<file path="config.mk">
export PLATFORM = sky130hd
export DESIGN_NAME = scm_core
export DESIGN_NICKNAME = d
export VERILOG_FILES = /design/src/verilog/scm_pkg.sv /design/src/verilog/scm_sm_to_tc.sv /design/src/verilog/scm_mul_clip.sv /design/src/verilog/scm_core.sv
export SDC_FILE = /design/constraint.sdc
export NUM_CORES = 2
export LEC_CHECK = 0
export ABC_AREA = 1
export BUFFER_PORTS_ARGS = -buffer_cell sky130_fd_sc_hd__buf_4
export CORE_ASPECT_RATIO = 0.9
export CORE_MARGIN = 2
export CORE_UTILIZATION = 45
export CTS_CLUSTER_DIAMETER = 40
export DETAILED_ROUTE_END_ITERATION = 8
export PLACE_DENSITY = 0.72
export SYNTH_ARGS = -nofsm -noshare
export SYNTH_HDL_FRONTEND = slang
export SYNTH_SLANG_ARGS = --single-unit
</file>
<file path="constraint.sdc">
create_clock -name sys_clk -period 26.1 [get_ports sys_clk]
set_input_delay 2.61 -clock sys_clk [delete_from_list [all_inputs] [get_ports sys_clk]]
set_output_delay 2.61 -clock sys_clk [all_outputs]
set_load 0.1 [all_outputs]
</file>
<file path="src/verilog/scm_pkg.sv">
// Purpose: Shared types, constants and helpers for the sensor correction math
// Assumes: Raw words two's complement, coefficients sign-magnitude, 24 bits
// Notes:   Internal terms are 26-bit signed, sums are formed 28 bits wide
package scm_pkg;

  // ---------------------------------------------------------------------------
  // Widths and counts
  // ---------------------------------------------------------------------------
  localparam int RW    = 24;  // Raw, coefficient and result word width
  localparam int DW    = 26;  // Clamped intermediate width
  localparam int SW    = 28;  // Sum width before clamping
  localparam int NCOEF = 12;  // Number of coefficient words
  localparam int SH_NARROW = 21;  // Scaling of 4*coef/2^23
  localparam int SH_WIDE   = 23;  // Scaling of x/2^23
  localparam int STAT_SAT_BIT = 0;  // Saturation bit of the status byte

  // ---------------------------------------------------------------------------
  // Clamp limits and offsets
  // ---------------------------------------------------------------------------
  localparam logic signed [DW-1:0] LIM_HI = 26'sh1FFFFFF;  // 2^25-1
  localparam logic signed [DW-1:0] LIM_LO = 26'sh2000000;  // -2^25
  localparam logic signed [SW-1:0] SUM_HI = 28'sh1FFFFFF;  // 2^25-1
  localparam logic signed [SW-1:0] SUM_LO = 28'shE000000;  // -2^25
  localparam logic signed [SW-1:0] ONE    = 28'sh0800000;  // 2^23
  localparam logic signed [SW-1:0] ZERO   = 28'sh0000000;  // Lower output bound
  localparam logic signed [SW-1:0] OUT_HI = 28'sh0FFFFFF;  // 2^24-1

  // ---------------------------------------------------------------------------
  // Coefficient indices inside the flattened coefficient word
  // ---------------------------------------------------------------------------
  localparam int C_SGAIN = 0;   // sensor_gain_coef
  localparam int C_SOFF  = 1;   // sensor_offset_coef
  localparam int C_TCG   = 2;   // temp_gain_drift_coef
  localparam int C_TCO   = 3;   // temp_offset_drift_coef
  localparam int C_GDSO  = 4;   // gain_drift_second_order
  localparam int C_ODSO  = 5;   // offset_drift_second_order
  localparam int C_SSO   = 6;   // sensor_second_order
  localparam int C_SADJ  = 7;   // sensor_post_adjust
  localparam int C_TGAIN = 8;   // temp_gain_coef
  localparam int C_TOFF  = 9;   // temp_offset_coef
  localparam int C_TSO   = 10;  // temp_second_order
  localparam int C_TADJ  = 11;  // temp_post_adjust

  // ---------------------------------------------------------------------------
  // Carriers
  // ---------------------------------------------------------------------------
  // Clamped term with its saturation mark
  typedef struct packed {
    logic                 sat;
    logic signed [DW-1:0] val;
  } scm_clip_t;

  // Coefficient set, sign-magnitude words; last field sits at index 0
  typedef struct packed {
    logic [RW-1:0] temp_post_adjust;
    logic [RW-1:0] temp_second_order;
    logic [RW-1:0] temp_offset_coef;
    logic [RW-1:0] temp_gain_coef;
    logic [RW-1:0] sensor_post_adjust;
    logic [RW-1:0] sensor_second_order;
    logic [RW-1:0] offset_drift_second_order;
    logic [RW-1:0] gain_drift_second_order;
    logic [RW-1:0] temp_offset_drift_coef;
    logic [RW-1:0] temp_gain_drift_coef;
    logic [RW-1:0] sensor_offset_coef;
    logic [RW-1:0] sensor_gain_coef;
  } scm_coef_t;

  // Finished measurement
  typedef struct packed {
    logic [7:0]    status;
    logic [RW-1:0] sensor;
    logic [RW-1:0] temp;
  } scm_result_t;

  // ---------------------------------------------------------------------------
  // Helpers
  // ---------------------------------------------------------------------------
  // Sign-extend a term to sum width
  function automatic logic signed [SW-1:0] scm_ext(input logic signed [DW-1:0] x);
    return SW'(x);
  endfunction

  // Four times a term, at sum width
  function automatic logic signed [SW-1:0] scm_x4(input logic signed [DW-1:0] x);
    return SW'(x) <<< 2;
  endfunction

  // Clamp a sum into [lo, hi] and mark it when it had to be cut
  function automatic scm_clip_t scm_clip(input logic signed [SW-1:0] v,
                                         input logic signed [SW-1:0] lo,
                                         input logic signed [SW-1:0] hi);
    scm_clip_t r;
    r.sat = (v > hi) || (v < lo);
    r.val = (v > hi) ? DW'(hi) : (v < lo) ? DW'(lo) : v[DW-1:0];
    return r;
  endfunction

endpackage

</file>
<file path="src/verilog/scm_sm_to_tc.sv">
// Purpose: Sign-magnitude coefficient word to 26-bit two's complement
// Assumes: Bit 23 is the sign, bits 22..0 the magnitude
// Notes:   Negative zero maps to zero
`timescale 1ns/1ps
module scm_sm_to_tc (
  // Check clock
  input  wire logic                            sys_clk,
  input  wire logic                            rst_b,
  // Conversion
  input  wire logic [scm_pkg::RW-1:0]          coef_sm,
  output logic signed [scm_pkg::DW-1:0]        coef_tc
);
  import scm_pkg::*;

  // ---------------------------------------------------------------------------
  // Conversion
  // ---------------------------------------------------------------------------
  logic signed [DW-1:0] mag;  // Magnitude, zero-extended

  // Negate the magnitude when the sign bit is set
  always_comb begin
    mag     = DW'(signed'({1'b0, coef_sm[RW-2:0]}));
    coef_tc = coef_sm[RW-1] ? -mag : mag;
  end

  // ---------------------------------------------------------------------------
  // Checks
  // ---------------------------------------------------------------------------
  property p_sm_sign;
    @(posedge sys_clk) disable iff (!rst_b)
    (coef_sm[RW-2:0] != '0) |-> ((coef_tc < 0) == coef_sm[RW-1]) &&
                                 ((coef_tc < 0 ? -coef_tc : coef_tc) == mag);
  endproperty
  a_sm_sign: assert property (p_sm_sign) else $error("coefficient sign lost"); // RULE19

endmodule // scm_sm_to_tc

</file>
<file path="src/verilog/scm_mul_clip.sv">
// Purpose: Signed multiply, power-of-two scaling and clamp to +/-2^25
// Assumes: Both operands already 26-bit signed
// Notes:   Scaling is an arithmetic shift, so it rounds toward minus infinity
`timescale 1ns/1ps
module scm_mul_clip (
  // Check clock
  input  wire logic                       sys_clk,
  input  wire logic                       rst_b,
  // Operands
  input  wire logic signed [scm_pkg::DW-1:0] op_a,
  input  wire logic signed [scm_pkg::DW-1:0] op_b,
  input  wire logic                       shift_wide,
  // Result
  output scm_pkg::scm_clip_t              res
);
  import scm_pkg::*;

  // ---------------------------------------------------------------------------
  // Datapath
  // ---------------------------------------------------------------------------
  logic signed [2*DW-1:0] prod;    // Full product
  logic signed [2*DW-1:0] scaled;  // Product after scaling

  // Shift before clamping, so the clamp sees the scaled value
  // RULE22: arithmetic shift, then clamp
  always_comb begin
    prod   = op_a * op_b;
    scaled = shift_wide ? (prod >>> SH_WIDE) : (prod >>> SH_NARROW);
    res.sat = (scaled > (2*DW)'(LIM_HI)) || (scaled < (2*DW)'(LIM_LO));
    if (scaled > (2*DW)'(LIM_HI)) begin
      res.val = LIM_HI;
    end else if (scaled < (2*DW)'(LIM_LO)) begin
      res.val = LIM_LO;
    end else begin
      res.val = scaled[DW-1:0];
    end
  end

  // ---------------------------------------------------------------------------
  // Checks
  // ---------------------------------------------------------------------------
  logic signed [2*DW-1:0] rem;   // Remainder left by the scaling
  logic signed [2*DW-1:0] unit;  // Weight of one result step

  // Helper for the floor check
  always_comb begin
    unit = shift_wide ? ((2*DW)'(1) <<< SH_WIDE) : ((2*DW)'(1) <<< SH_NARROW);
    rem  = prod - ((2*DW)'(res.val) * unit);
  end

  property p_floor_scale;
    @(posedge sys_clk) disable iff (!rst_b)
    !res.sat |-> (rem >= 0) && (rem < unit);
  endproperty
  a_floor_scale: assert property (p_floor_scale) else $error("scaling not floor"); // RULE22

  property p_clip_side;
    @(posedge sys_clk) disable iff (!rst_b)
    res.sat |-> (prod > 0) ? (res.val == LIM_HI) : (res.val == LIM_LO);
  endproperty
  a_clip_side: assert property (p_clip_side) else $error("clamp wrong bound"); // RULE2

endmodule // scm_mul_clip

</file>
<file path="src/verilog/scm_core.sv">
// Purpose: Sequential sensor and temperature correction datapath
// Assumes: Inputs held stable only in the cycle start is taken
// Notes:   One multiplier is shared; a measurement takes twelve cycles
//
// Overview of operation
// RULE1: Saturation still yields result, flagged status bit0
// RULE2: Every intermediate clamped to signed 2^25 range
// RULE3: All correction arithmetic uses integer scaling
// RULE4: Curve select chooses parabolic or S-shaped
// RULE5: Calibrator should normally choose parabolic shape
// RULE6: Raw inputs and coefficients treated as signed
// RULE7: Gain temperature factor with drift terms
// RULE8: Offset corrected sum with drift terms
// RULE9: Parabolic intermediate plus 2^23, kept positive
// RULE10: Parabolic sensor output clamped to 24 bits
// RULE11: S-shaped intermediate without offset, signed clamp
// RULE12: S-shaped output uses absolute intermediate
// RULE13: Delivered results are unsigned values
// RULE14: Temperature second order always parabolic
// RULE15: Temperature intermediate clamped to 0..2^25-1
// RULE16: Corrected temperature with post adjust, positive
// RULE17: All results delivered as 24-bit words
// RULE18: Raw words are two's complement fractions
// RULE19: Coefficients stored as sign-magnitude words
// RULE20: Results are unsigned fractions, bit23 weighs one
// RULE21: Alarm thresholds share corrected result format
// RULE22: Scaling is arithmetic shift before clamp
`timescale 1ns/1ps
module scm_core (
  // Clock and reset
  input  wire logic                   sys_clk,
  input  wire logic                   rst_b,
  // Measurement request
  input  wire logic                   start,
  input  wire logic                   curve_shape_select,
  input  wire logic [scm_pkg::RW-1:0] sensor_raw,
  input  wire logic [scm_pkg::RW-1:0] temp_raw,
  input  scm_pkg::scm_coef_t          coef,
  // Measurement answer
  output logic                        busy,
  output logic                        result_valid,
  output scm_pkg::scm_result_t        result
);
  import scm_pkg::*;

  // ---------------------------------------------------------------------------
  // Types and signals
  // ---------------------------------------------------------------------------
  // One state per multiplication
  typedef enum logic [11:0] {
    S_IDLE = 12'h001,
    S_K1A  = 12'h002,
    S_K1B  = 12'h004,
    S_K2A  = 12'h008,
    S_K2B  = 12'h010,
    S_ZA   = 12'h020,
    S_ZB   = 12'h040,
    S_SA   = 12'h080,
    S_SB   = 12'h100,
    S_TA   = 12'h200,
    S_TB   = 12'h400,
    S_TC   = 12'h800
  } scm_fsm_t;

  // Whole state of the block
  typedef struct packed {
    scm_fsm_t                         fsm;    // Step in progress
    logic                             curve;  // Latched shape select
    logic signed [DW-1:0]             t_raw;  // Latched temperature
    logic signed [DW-1:0]             s_raw;  // Latched sensor
    logic [NCOEF-1:0][DW-1:0]         cf;     // Latched coefficients
    logic signed [DW-1:0]             tmp;    // Scratch term
    logic signed [DW-1:0]             k1;     // Gain factor, later sensor result
    logic signed [DW-1:0]             k2;     // Offset corrected sum
    logic signed [DW-1:0]             z;      // Sensor intermediate
    logic signed [DW-1:0]             zt;     // Temperature intermediate
    logic                             sat;    // Saturation seen so far
    logic                             busy;   // Calculation running
    logic                             valid;  // Result pulse
    scm_result_t                      res;    // Delivered words
  } scm_core_state_t;

  scm_core_state_t          st_reg;      // Registered state
  scm_core_state_t          st_next;     // Next state
  logic [NCOEF-1:0][DW-1:0] cf_tc;       // Converted coefficients
  logic signed [DW-1:0]     op_a;        // Multiplier operand a
  logic signed [DW-1:0]     op_b;        // Multiplier operand b
  logic                     shift_wide;  // Scale by 2^23, else 2^21
  scm_clip_t                mul_res;     // Scaled, clamped product
  scm_clip_t                abs_z;       // |z|, clamped
  scm_clip_t                t_sum;       // temp_raw + 4*temp_offset_coef

  // ---------------------------------------------------------------------------
  // Coefficient conversion and shared multiplier
  // ---------------------------------------------------------------------------
  // RULE19: decode sign-magnitude words
  for (genvar i = 0; i < NCOEF; i++) begin : g_cv
    scm_sm_to_tc u_cv (
      .sys_clk (sys_clk),
      .rst_b   (rst_b),
      .coef_sm (coef[i*RW +: RW]),
      .coef_tc (cf_tc[i])
    );
  end

  // One product per state through the shared multiplier
  scm_mul_clip u_mul (
    .sys_clk    (sys_clk),
    .rst_b      (rst_b),
    .op_a       (op_a),
    .op_b       (op_b),
    .shift_wide (shift_wide),
    .res        (mul_res)
  );

  // ---------------------------------------------------------------------------
  // Operand selection
  // ---------------------------------------------------------------------------
  // Pick the product of the current step; 4*c/2^23 becomes c scaled by 2^21
  always_comb begin
    // RULE12: magnitude of the S-shaped term
    abs_z = scm_clip((st_reg.z >= 0) ? scm_ext(st_reg.z) : -scm_ext(st_reg.z), SUM_LO, SUM_HI);
    // RULE15: inner temperature sum
    t_sum = scm_clip(scm_ext(st_reg.t_raw) + scm_x4(st_reg.cf[C_TOFF]), SUM_LO, SUM_HI);
    op_a       = '0;
    op_b       = '0;
    shift_wide = 1'b0;
    unique case (st_reg.fsm)
      S_K1A: begin
        op_a = st_reg.cf[C_GDSO];
        op_b = st_reg.t_raw;
      end
      S_K1B, S_K2B: begin
        op_a       = st_reg.t_raw;
        op_b       = st_reg.tmp;
        shift_wide = 1'b1;
      end
      S_K2A: begin
        op_a = st_reg.cf[C_ODSO];
        op_b = st_reg.t_raw;
      end
      S_ZA: begin
        op_a       = st_reg.k1;
        op_b       = st_reg.k2;
        shift_wide = 1'b1;
      end
      S_ZB: begin
        op_a = st_reg.cf[C_SGAIN];
        op_b = st_reg.tmp;
      end
      S_SA: begin
        // RULE4: shape decides the second-order operand
        op_a = st_reg.cf[C_SSO];
        op_b = st_reg.curve ? abs_z.val : st_reg.z;
      end
      S_SB: begin
        op_a       = st_reg.z;
        op_b       = st_reg.tmp;
        shift_wide = 1'b1;
      end
      S_TA: begin
        op_a = st_reg.cf[C_TGAIN];
        op_b = t_sum.val;
      end
      S_TB: begin
        op_a = st_reg.cf[C_TSO];
        op_b = st_reg.zt;
      end
      S_TC: begin
        op_a       = st_reg.zt;
        op_b       = st_reg.tmp;
        shift_wide = 1'b1;
      end
      default: begin // Idle or illegal: multiplier unused
      end
    endcase
  end

  // ---------------------------------------------------------------------------
  // Next state
  // ---------------------------------------------------------------------------
  // RULE3: integer adds and clamps after each product
  always_comb begin
    scm_clip_t c;   // Clamp of this step
    scm_clip_t c2;  // Extra clamp where a step has two
    c       = '0;
    c2      = '0;
    st_next = st_reg;
    st_next.valid = 1'b0;
    unique case (st_reg.fsm)
      S_IDLE: begin
        // Requests while busy are not seen, the machine is elsewhere
        if (start) begin
          st_next.fsm  = S_K1A;
          st_next.busy = 1'b1;
          st_next.sat  = 1'b0;
          st_next.curve = curve_shape_select;
          // RULE6: signed inputs, sign extended
          // RULE18: raw words are two's complement
          st_next.s_raw = DW'(signed'(sensor_raw));
          st_next.t_raw = DW'(signed'(temp_raw));
          st_next.cf    = cf_tc;
        end
      end
      S_K1A: begin
        // RULE7: inner drift sum of the gain factor
        c = scm_clip(scm_ext(mul_res.val) + scm_x4(st_reg.cf[C_TCG]), SUM_LO, SUM_HI);
        st_next.tmp = c.val;
        st_next.fsm = S_K1B;
      end
      S_K1B: begin
        // RULE7: add unity gain
        c = scm_clip(ONE + scm_ext(mul_res.val), SUM_LO, SUM_HI);
        st_next.k1  = c.val;
        st_next.fsm = S_K2A;
      end
      S_K2A: begin
        // RULE8: inner drift sum of the offset
        c = scm_clip(scm_ext(mul_res.val) + scm_x4(st_reg.cf[C_TCO]), SUM_LO, SUM_HI);
        st_next.tmp = c.val;
        st_next.fsm = S_K2B;
      end
      S_K2B: begin
        // RULE8: offset plus raw, then drift
        c2 = scm_clip(scm_x4(st_reg.cf[C_SOFF]) + scm_ext(st_reg.s_raw), SUM_LO, SUM_HI);
        c  = scm_clip(scm_ext(c2.val) + scm_ext(mul_res.val), SUM_LO, SUM_HI);
        st_next.k2  = c.val;
        st_next.fsm = S_ZA;
      end
      S_ZA: begin
        st_next.tmp = mul_res.val;
        st_next.fsm = S_ZB;
      end
      S_ZB: begin
        if (st_reg.curve) begin
          // RULE11: no offset, signed clamp only
          st_next.z = mul_res.val;
        end else begin
          // RULE9: add 2^23, keep positive
          c = scm_clip(scm_ext(mul_res.val) + ONE, ZERO, SUM_HI);
          st_next.z = c.val;
        end
        st_next.fsm = S_SA;
      end
      S_SA: begin
        c2 = st_reg.curve ? abs_z : '0;
        c  = scm_clip(scm_ext(mul_res.val) + ONE, SUM_LO, SUM_HI);
        st_next.tmp = c.val;
        st_next.fsm = S_SB;
      end
      S_SB: begin
        // RULE10: parabolic output with post adjust
        // RULE12: S-shaped output recentred by 2^23
        c = scm_clip(scm_ext(mul_res.val) + (st_reg.curve ? ONE : ZERO) +
                     scm_ext(st_reg.cf[C_SADJ]), ZERO, OUT_HI);
        st_next.k1  = c.val;
        st_next.fsm = S_TA;
      end
      S_TA: begin
        // RULE14: temperature path ignores the shape
        // RULE15: gain, then 2^23, kept in 0..2^25-1
        c2 = t_sum;
        c  = scm_clip(scm_ext(mul_res.val) + ONE, ZERO, SUM_HI);
        st_next.zt  = c.val;
        st_next.fsm = S_TB;
      end
      S_TB: begin
        c = scm_clip(scm_ext(mul_res.val) + ONE, SUM_LO, SUM_HI);
        st_next.tmp = c.val;
        st_next.fsm = S_TC;
      end
      S_TC: begin
        // RULE16: final temperature with post adjust
        c = scm_clip(scm_ext(mul_res.val) + scm_ext(st_reg.cf[C_TADJ]), ZERO, OUT_HI);
        // RULE13: both outputs unsigned
        // RULE17: delivered as 24-bit words
        // RULE20: unsigned fractions
        // RULE21: same format as alarm thresholds
        st_next.res.temp   = c.val[RW-1:0];
        st_next.res.sensor = st_reg.k1[RW-1:0];
        st_next.valid = 1'b1;
        st_next.busy  = 1'b0;
        st_next.fsm   = S_IDLE;
      end
      default: begin // Illegal code: back to idle
        st_next.fsm  = S_IDLE;
        st_next.busy = 1'b0;
      end
    endcase
    // RULE2: any clamp hit is remembered
    if (st_reg.fsm != S_IDLE) begin
      st_next.sat = st_reg.sat | mul_res.sat | c.sat | c2.sat;
    end
    // RULE1: result always delivered, flag carried along
    if (st_reg.fsm == S_TC) begin
      st_next.res.status = '0;
      st_next.res.status[STAT_SAT_BIT] = st_next.sat;
    end
  end

  // ---------------------------------------------------------------------------
  // State register
  // ---------------------------------------------------------------------------
  always_ff @(posedge sys_clk or negedge rst_b) begin
    if (!rst_b) begin
      st_reg     <= '0;
      st_reg.fsm <= S_IDLE;
    end else begin
      st_reg <= st_next;
    end
  end
  // Outputs straight from the state register
  assign busy         = st_reg.busy;
  assign result_valid = st_reg.valid;
  assign result       = st_reg.res;

  // ---------------------------------------------------------------------------
  // Checks
  // ---------------------------------------------------------------------------
  property p_latency;
    @(posedge sys_clk) disable iff (!rst_b) (start && st_reg.fsm == S_IDLE) |-> ##12 result_valid;
  endproperty
  a_latency: assert property (p_latency) else $error("result late or early"); // RULE17
  property p_sat_flag;
    @(posedge sys_clk) disable iff (!rst_b)
    (st_reg.fsm != S_IDLE && mul_res.sat) |-> ##[1:11] (result_valid && result.status[STAT_SAT_BIT]);
  endproperty
  a_sat_flag: assert property (p_sat_flag) else $error("saturation not flagged"); // RULE1
  property p_para_pos;
    @(posedge sys_clk) disable iff (!rst_b) (st_reg.fsm == S_SA && !st_reg.curve) |-> (st_reg.z >= 0);
  endproperty
  a_para_pos: assert property (p_para_pos) else $error("parabolic term negative"); // RULE9
  property p_zt_range;
    @(posedge sys_clk) disable iff (!rst_b) (st_reg.fsm == S_TB) |-> (st_reg.zt >= 0);
  endproperty
  a_zt_range: assert property (p_zt_range) else $error("temperature term negative"); // RULE15
  property p_shape_operand;
    @(posedge sys_clk) disable iff (!rst_b) (st_reg.fsm == S_SA) |-> (st_reg.curve ? (op_b >= 0) : (op_b == st_reg.z));
  endproperty
  a_shape_operand: assert property (p_shape_operand) else $error("wrong shape operand"); // RULE4
  property p_result_hold;
    @(posedge sys_clk) disable iff (!rst_b) !result_valid |=> $stable(result) || result_valid;
  endproperty
  a_result_hold: assert property (p_result_hold) else $error("result moved early"); // RULE13

endmodule // scm_core

</file>
# After elaboration in Yosys (flattened, before gate mapping)
# Cells that the tools add are included.
[word_totals] romBits=0 regBits=555 mem_count=0 in_bits=340 ramBits=0 latchBits=0
[classes] bitwise=4 reduce_logical=22 n_shift=0 multipliers=1 n_eq_ne=14 add_sub_neg=22 n_div=0 n_lt_le_gt_ge=22 mux=55
[op_table] op="two-way mux 26 bit" count=36
[op_table] op="two-way mux 377 bit" count=1
[op_table] op="negation 23 -> 26 bit" count=12
[op_table] op="one-hot mux 26 bit (10 select lines)" count=1
[op_table] op="one-hot mux 27 bit (8 select lines)" count=1
[op_table] op="one-hot mux 26 bit (6 select lines)" count=1
[op_table] op="> comparator 28 x 26 -> 1 bit, second input constant" count=5
[op_table] op="< comparator 28 x 26 -> 1 bit, second input constant" count=5
[op_table] op="one-hot mux 12 bit (11 select lines)" count=1
[op_table] op="one-hot mux 26 bit (4 select lines)" count=1
[op_table] op="one-hot mux 27 bit (3 select lines)" count=1
[op_table] op="adder 26 x 28 -> 28 bit" count=2
[op_table] op="adder 26 x 26 -> 27 bit" count=2
[op_table] op="> comparator 27 x 26 -> 1 bit, second input constant" count=2
[op_table] op="< comparator 27 x 1 -> 1 bit, second input constant" count=2
[op_table] op="< comparator 27 x 26 -> 1 bit, second input constant" count=2
[op_table] op="two-way mux 27 bit" count=2
[op_table] op="multiplier 26 x 26 -> 52 bit" count=1
[op_table] op="one-hot mux 26 bit (2 select lines)" count=1
[op_table] op="> comparator 31 x 26 -> 1 bit, second input constant" count=1
[op_table] op="< comparator 31 x 26 -> 1 bit, second input constant" count=1
[op_table] op="two-way mux 30 bit" count=1
[op_table] op="adder 24 x 28 -> 28 bit" count=1
[op_table] op="adder 27 x 26 -> 28 bit" count=1
[op_table] op="other kinds (37)" count=56

# Logic depth before layout (Yosys ltp)
[logic_depth] depth_word=21 mapped_depth=99 ltp_nobuf=95

# Modules after synthesis
# From an unflattened synthesis, not the netlist that was laid out.
[unflattened] hier_cells=10403 area_unflattened_um2=72568.3
[modules_own_cells] module="scm_core" seq_area_each_um2=13889.6 cells_each=5246 area_each_um2=37288.3 n_inst=1
[modules_own_cells] module="scm_mul_clip" seq_area_each_um2=0.0 cells_each=3513 area_each_um2=26546.7 n_inst=1
[modules_own_cells] module="scm_sm_to_tc at g_cv[0].u_cv ..." seq_area_each_um2=0.0 cells_each=137 area_each_um2=726.9 n_inst=11
[modules_own_cells] module="scm_sm_to_tc at g_cv[9].u_cv" seq_area_each_um2=0.0 cells_each=137 area_each_um2=737.0 n_inst=1

# Worst setup path before layout
# No wires, ideal clock.
[synth_path] path_type="flip-flop to flip-flop" startpoint="reg st_reg[529] (netlist name)" endpoint="reg st_reg, in the netlist result[48]" arrival_time_ps=14406 required_ps=25983 period_less_slack_ps=14524 stages_incl_launch_ff=81 path_slack_ps=11576 setup_time_ps=117 n_path_buf=4 path_cell_list="dfrtp_1 ha_1 inv_1 fa_1 inv_1 nand2_1 nand2_1 nand3_1 nand2_1 nand2_1 nand3_1 nand2_1 nand2_1 nand2_2 a21oi_4 clkinv_1 nor3b_1 a2111oi_0 [45 not listed] o31ai_1 a31oi_1 o21ai_0 a21boi_0 o21ai_0 nand2_1 a31o_2 a21oi_1 and2_1 o21ai_0 nor2_1 nand3_1 a21oi_1 nand3_1 nand2_1 nand2_1 nand2_1 nand2_1"
[synth_rtl] item="from (decl)" line_no="scm_core.sv:83" text="scm_core_state_t st_reg;"
[synth_rtl] item="from (signal assigned)" line_no="scm_core.sv:309" text="st_reg <= st_next;"

==> out/metrics.cfg <==
[outcome]
status=finished clean

[detailed_routing]
viasPerCell=5.675
ant_nets=0
wirelength_um=261000
drtIter0Drc=7196
wl_per_cell_um=24.55
drc=0
num_vias=60355
first_pass_iters=7

[sta]
slew-limit-headroom_pct=10.84
finalCritPeriodShare_pct=73.40
period_needed_ns=19.16
slew_violations=0
rsz0062_at_grt=false
fmax_ghz=0.05220
skew_ns=0.03356
worst_slew_pin_slew_ns=1.328
setup_violations=0
hold_viol_final=0
setup_ws_ns=6.944
fin_tns_setup_ns=0

[clocking]
clk_pin_slew_ns=0.06
worstSkewPairLatency_ns=0.68
root_buffer=clkbuf_16
cts_tree=yes
cts_sinks=555
post_cts_resized=0
htreeDepth=3
cts_setup_buffers=0
holdBufCountCts=0
cts_made_buffers=79
cts_buffer_depth=3

[yosys]
synth_cells=8465
ys_seq_area_share_pct=21.45
mappedNetlistArea_sq_um=64760
synthArstFlopShare_pct=100.0
ys_seq_elements=555
synth_edf_count=0
yosys-top-cells-area=fa_1 22%, dfrtp_1 21%, nand2_1 11%
ys.flop_type=dfrtp_1
syn_avg_cell_area_sq_um=7.651
yosysWarnings=0
synth_top_area_cell=fa_1
synth_top_area_share_pct=22.19
ys_types=72

[setup_path]
path_class=flop to flop
endpoint_kind=flop
startpoint_type=flop
r2r-start=st_reg[562]
critPathMaxStageDelay_ns=0.91
crit_path_frequent_cell=nand2_1
rrSetupSlack_ns=6.94
r2r-end=result[48]
ff2ff_path_depth=68
cp.required_ns=26.65
crit_arrival_ns=19.70
crit_path_top_delay_cell=fa_1
cp_max_fo=38

[placed_design]
preCtsSetupSlack_ns=7.377
dpl.hpwl_um=210500
dp.cells=10485
place.gp.congestion=1.056
port_buffers=390

[floorplanning]
coreArea_sq_um=143400
start_util_pct=45.18
die_w_um=403.9
num_rows=132
dieArea_sq_um=147000
io_pins=398
die_y_um=363.9

[run]
maxCapViolations=0

[finish]
largest_reg_flops=504
syn_to_final_growth_pct=11.39
num-fill-cells=13867
final_common_cell=nand2_1
fin_util_pct=50.32
layout-drive-gt1-share_pct=8.659
fin_nets=10107
final_cells=10635
mostFrequentLayoutCells=1898 x nand2_1, 1452 x inv_1, 718 x fa_1

[global_route]
globalRouteOverflowTotal=0
track_usage_pct=35.35
antenna_found_initial=13
grt_pass1_vias=58569
grt_pass1_wl_um=385000
grt_max_degree=277

[worst_hold_path]
min_path_type=flop to flop
hold_depth=2
hp-start=st_reg[511]
min_to=st_reg[511]

[stage by stage]
stage / area (sq um) / hold WS, ns
6_report: 72140 / 0.4818
3_3_place_gp: 69370 / 0.4688
4_1_cts: 72130 / 0.4865
3_5_place_dp: 69370 / 0.4659
2_1_floorplan: 64790 / 0.4448
5_1_grt: 72130 / 0.5026
[cell type report]
cell class	count	area, sq um	share of cell area (%)
diodes	5	12.51	0.01734
clock buffers	96	2163	2.999
inverters	1488	5590	7.749
clock inverters	49	595.6	0.8256
repair buffers	501	3781	5.241
multi-input cells	6065	43760	60.66
well taps	1876	2347	3.254
flip-flops and latches	555	13890	19.25
[routing by layer]
layer  vias up  GRT usage, %  part of all wire (%)
li1      27089             -                     -
met1     29406         50.90                    43
met2      3301         49.22                    40
met3       537         11.43                    13
met4        22         12.76                   4.4
met5         -         1.007                  0.13
[cell families (layout without fill, tap and decap cells)]
group,Yosys count,in the layout,synth area share (%)
AND/OR/NAND/NOR,3051,3051,19.15
buffers and inverters,1851,2134,11.17
AO/OA/AOI/OAI,1501,1501,13.28
adder cells (fa/ha/maj),1077,1077,29.13
flip-flops,555,555,21.45
XOR/XNOR,429,429,5.813
other,1,12,0.005790
[worst max-delay path by stage]
stage | from | to | slack (ns) | cells after the start
after CTS | st_reg[562] | result[48] | 7.27 | 67
after global placement | st_reg[562] | result[48] | 7.73 | 71
after floorplan | st_reg[529] | result[48] | 11.58 | 80
after global routing | st_reg[562] | result[48] | 5.47 | 68
after detailed placement | st_reg[562] | result[48] | 7.38 | 67
final | st_reg[562] | result[48] | 6.94 | 68
[cells in the mapped netlist, types with 7 or more instances]
cell / count
buf_1: 7
inv_2: 14
nand2_1: 1899
nor4_1: 26
inv_1: 1452
a22o_1: 12
fa_1: 718
a2111oi_0: 8
o21bai_1: 9
o22ai_1: 43
ha_1: 359
nand4_1: 30
o21ai_1: 41
buf_4: 56
buf_2: 18
xnor2_1: 182
nand3b_1: 10
a21oi_1: 422
a31oi_1: 50
a211oi_1: 9
xor2_1: 246
or2_2: 31
o21a_1: 12
and3_1: 9
nor3b_1: 23
clkbuf_1: 275
nor3_1: 117
nand3_1: 172
buf_6: 7
a21boi_0: 7
o2111ai_1: 38
nand2_2: 17
nand3_2: 8
o21ai_0: 648
nor2_1: 687
o31ai_1: 11
a22oi_1: 51
o221ai_1: 14
clkinv_1: 21
dfrtp_1: 554
o211ai_1: 24
o21ai_2: 13
a221oi_1: 58
[worst max-delay path: cells and delay by family, from the launching register on]
kind	cells	cell delay [ns]
AOI/OAI and AO/OA	22	4.79
adders and majority gates	10	5.50
buffers and inverters	9	2.14
DFF	1	0.39
and+or+nand+nor	27	6.14
Power is not shown: default switching activity piles up to over one toggle a cycle in this logic, so the estimate is an artifact.
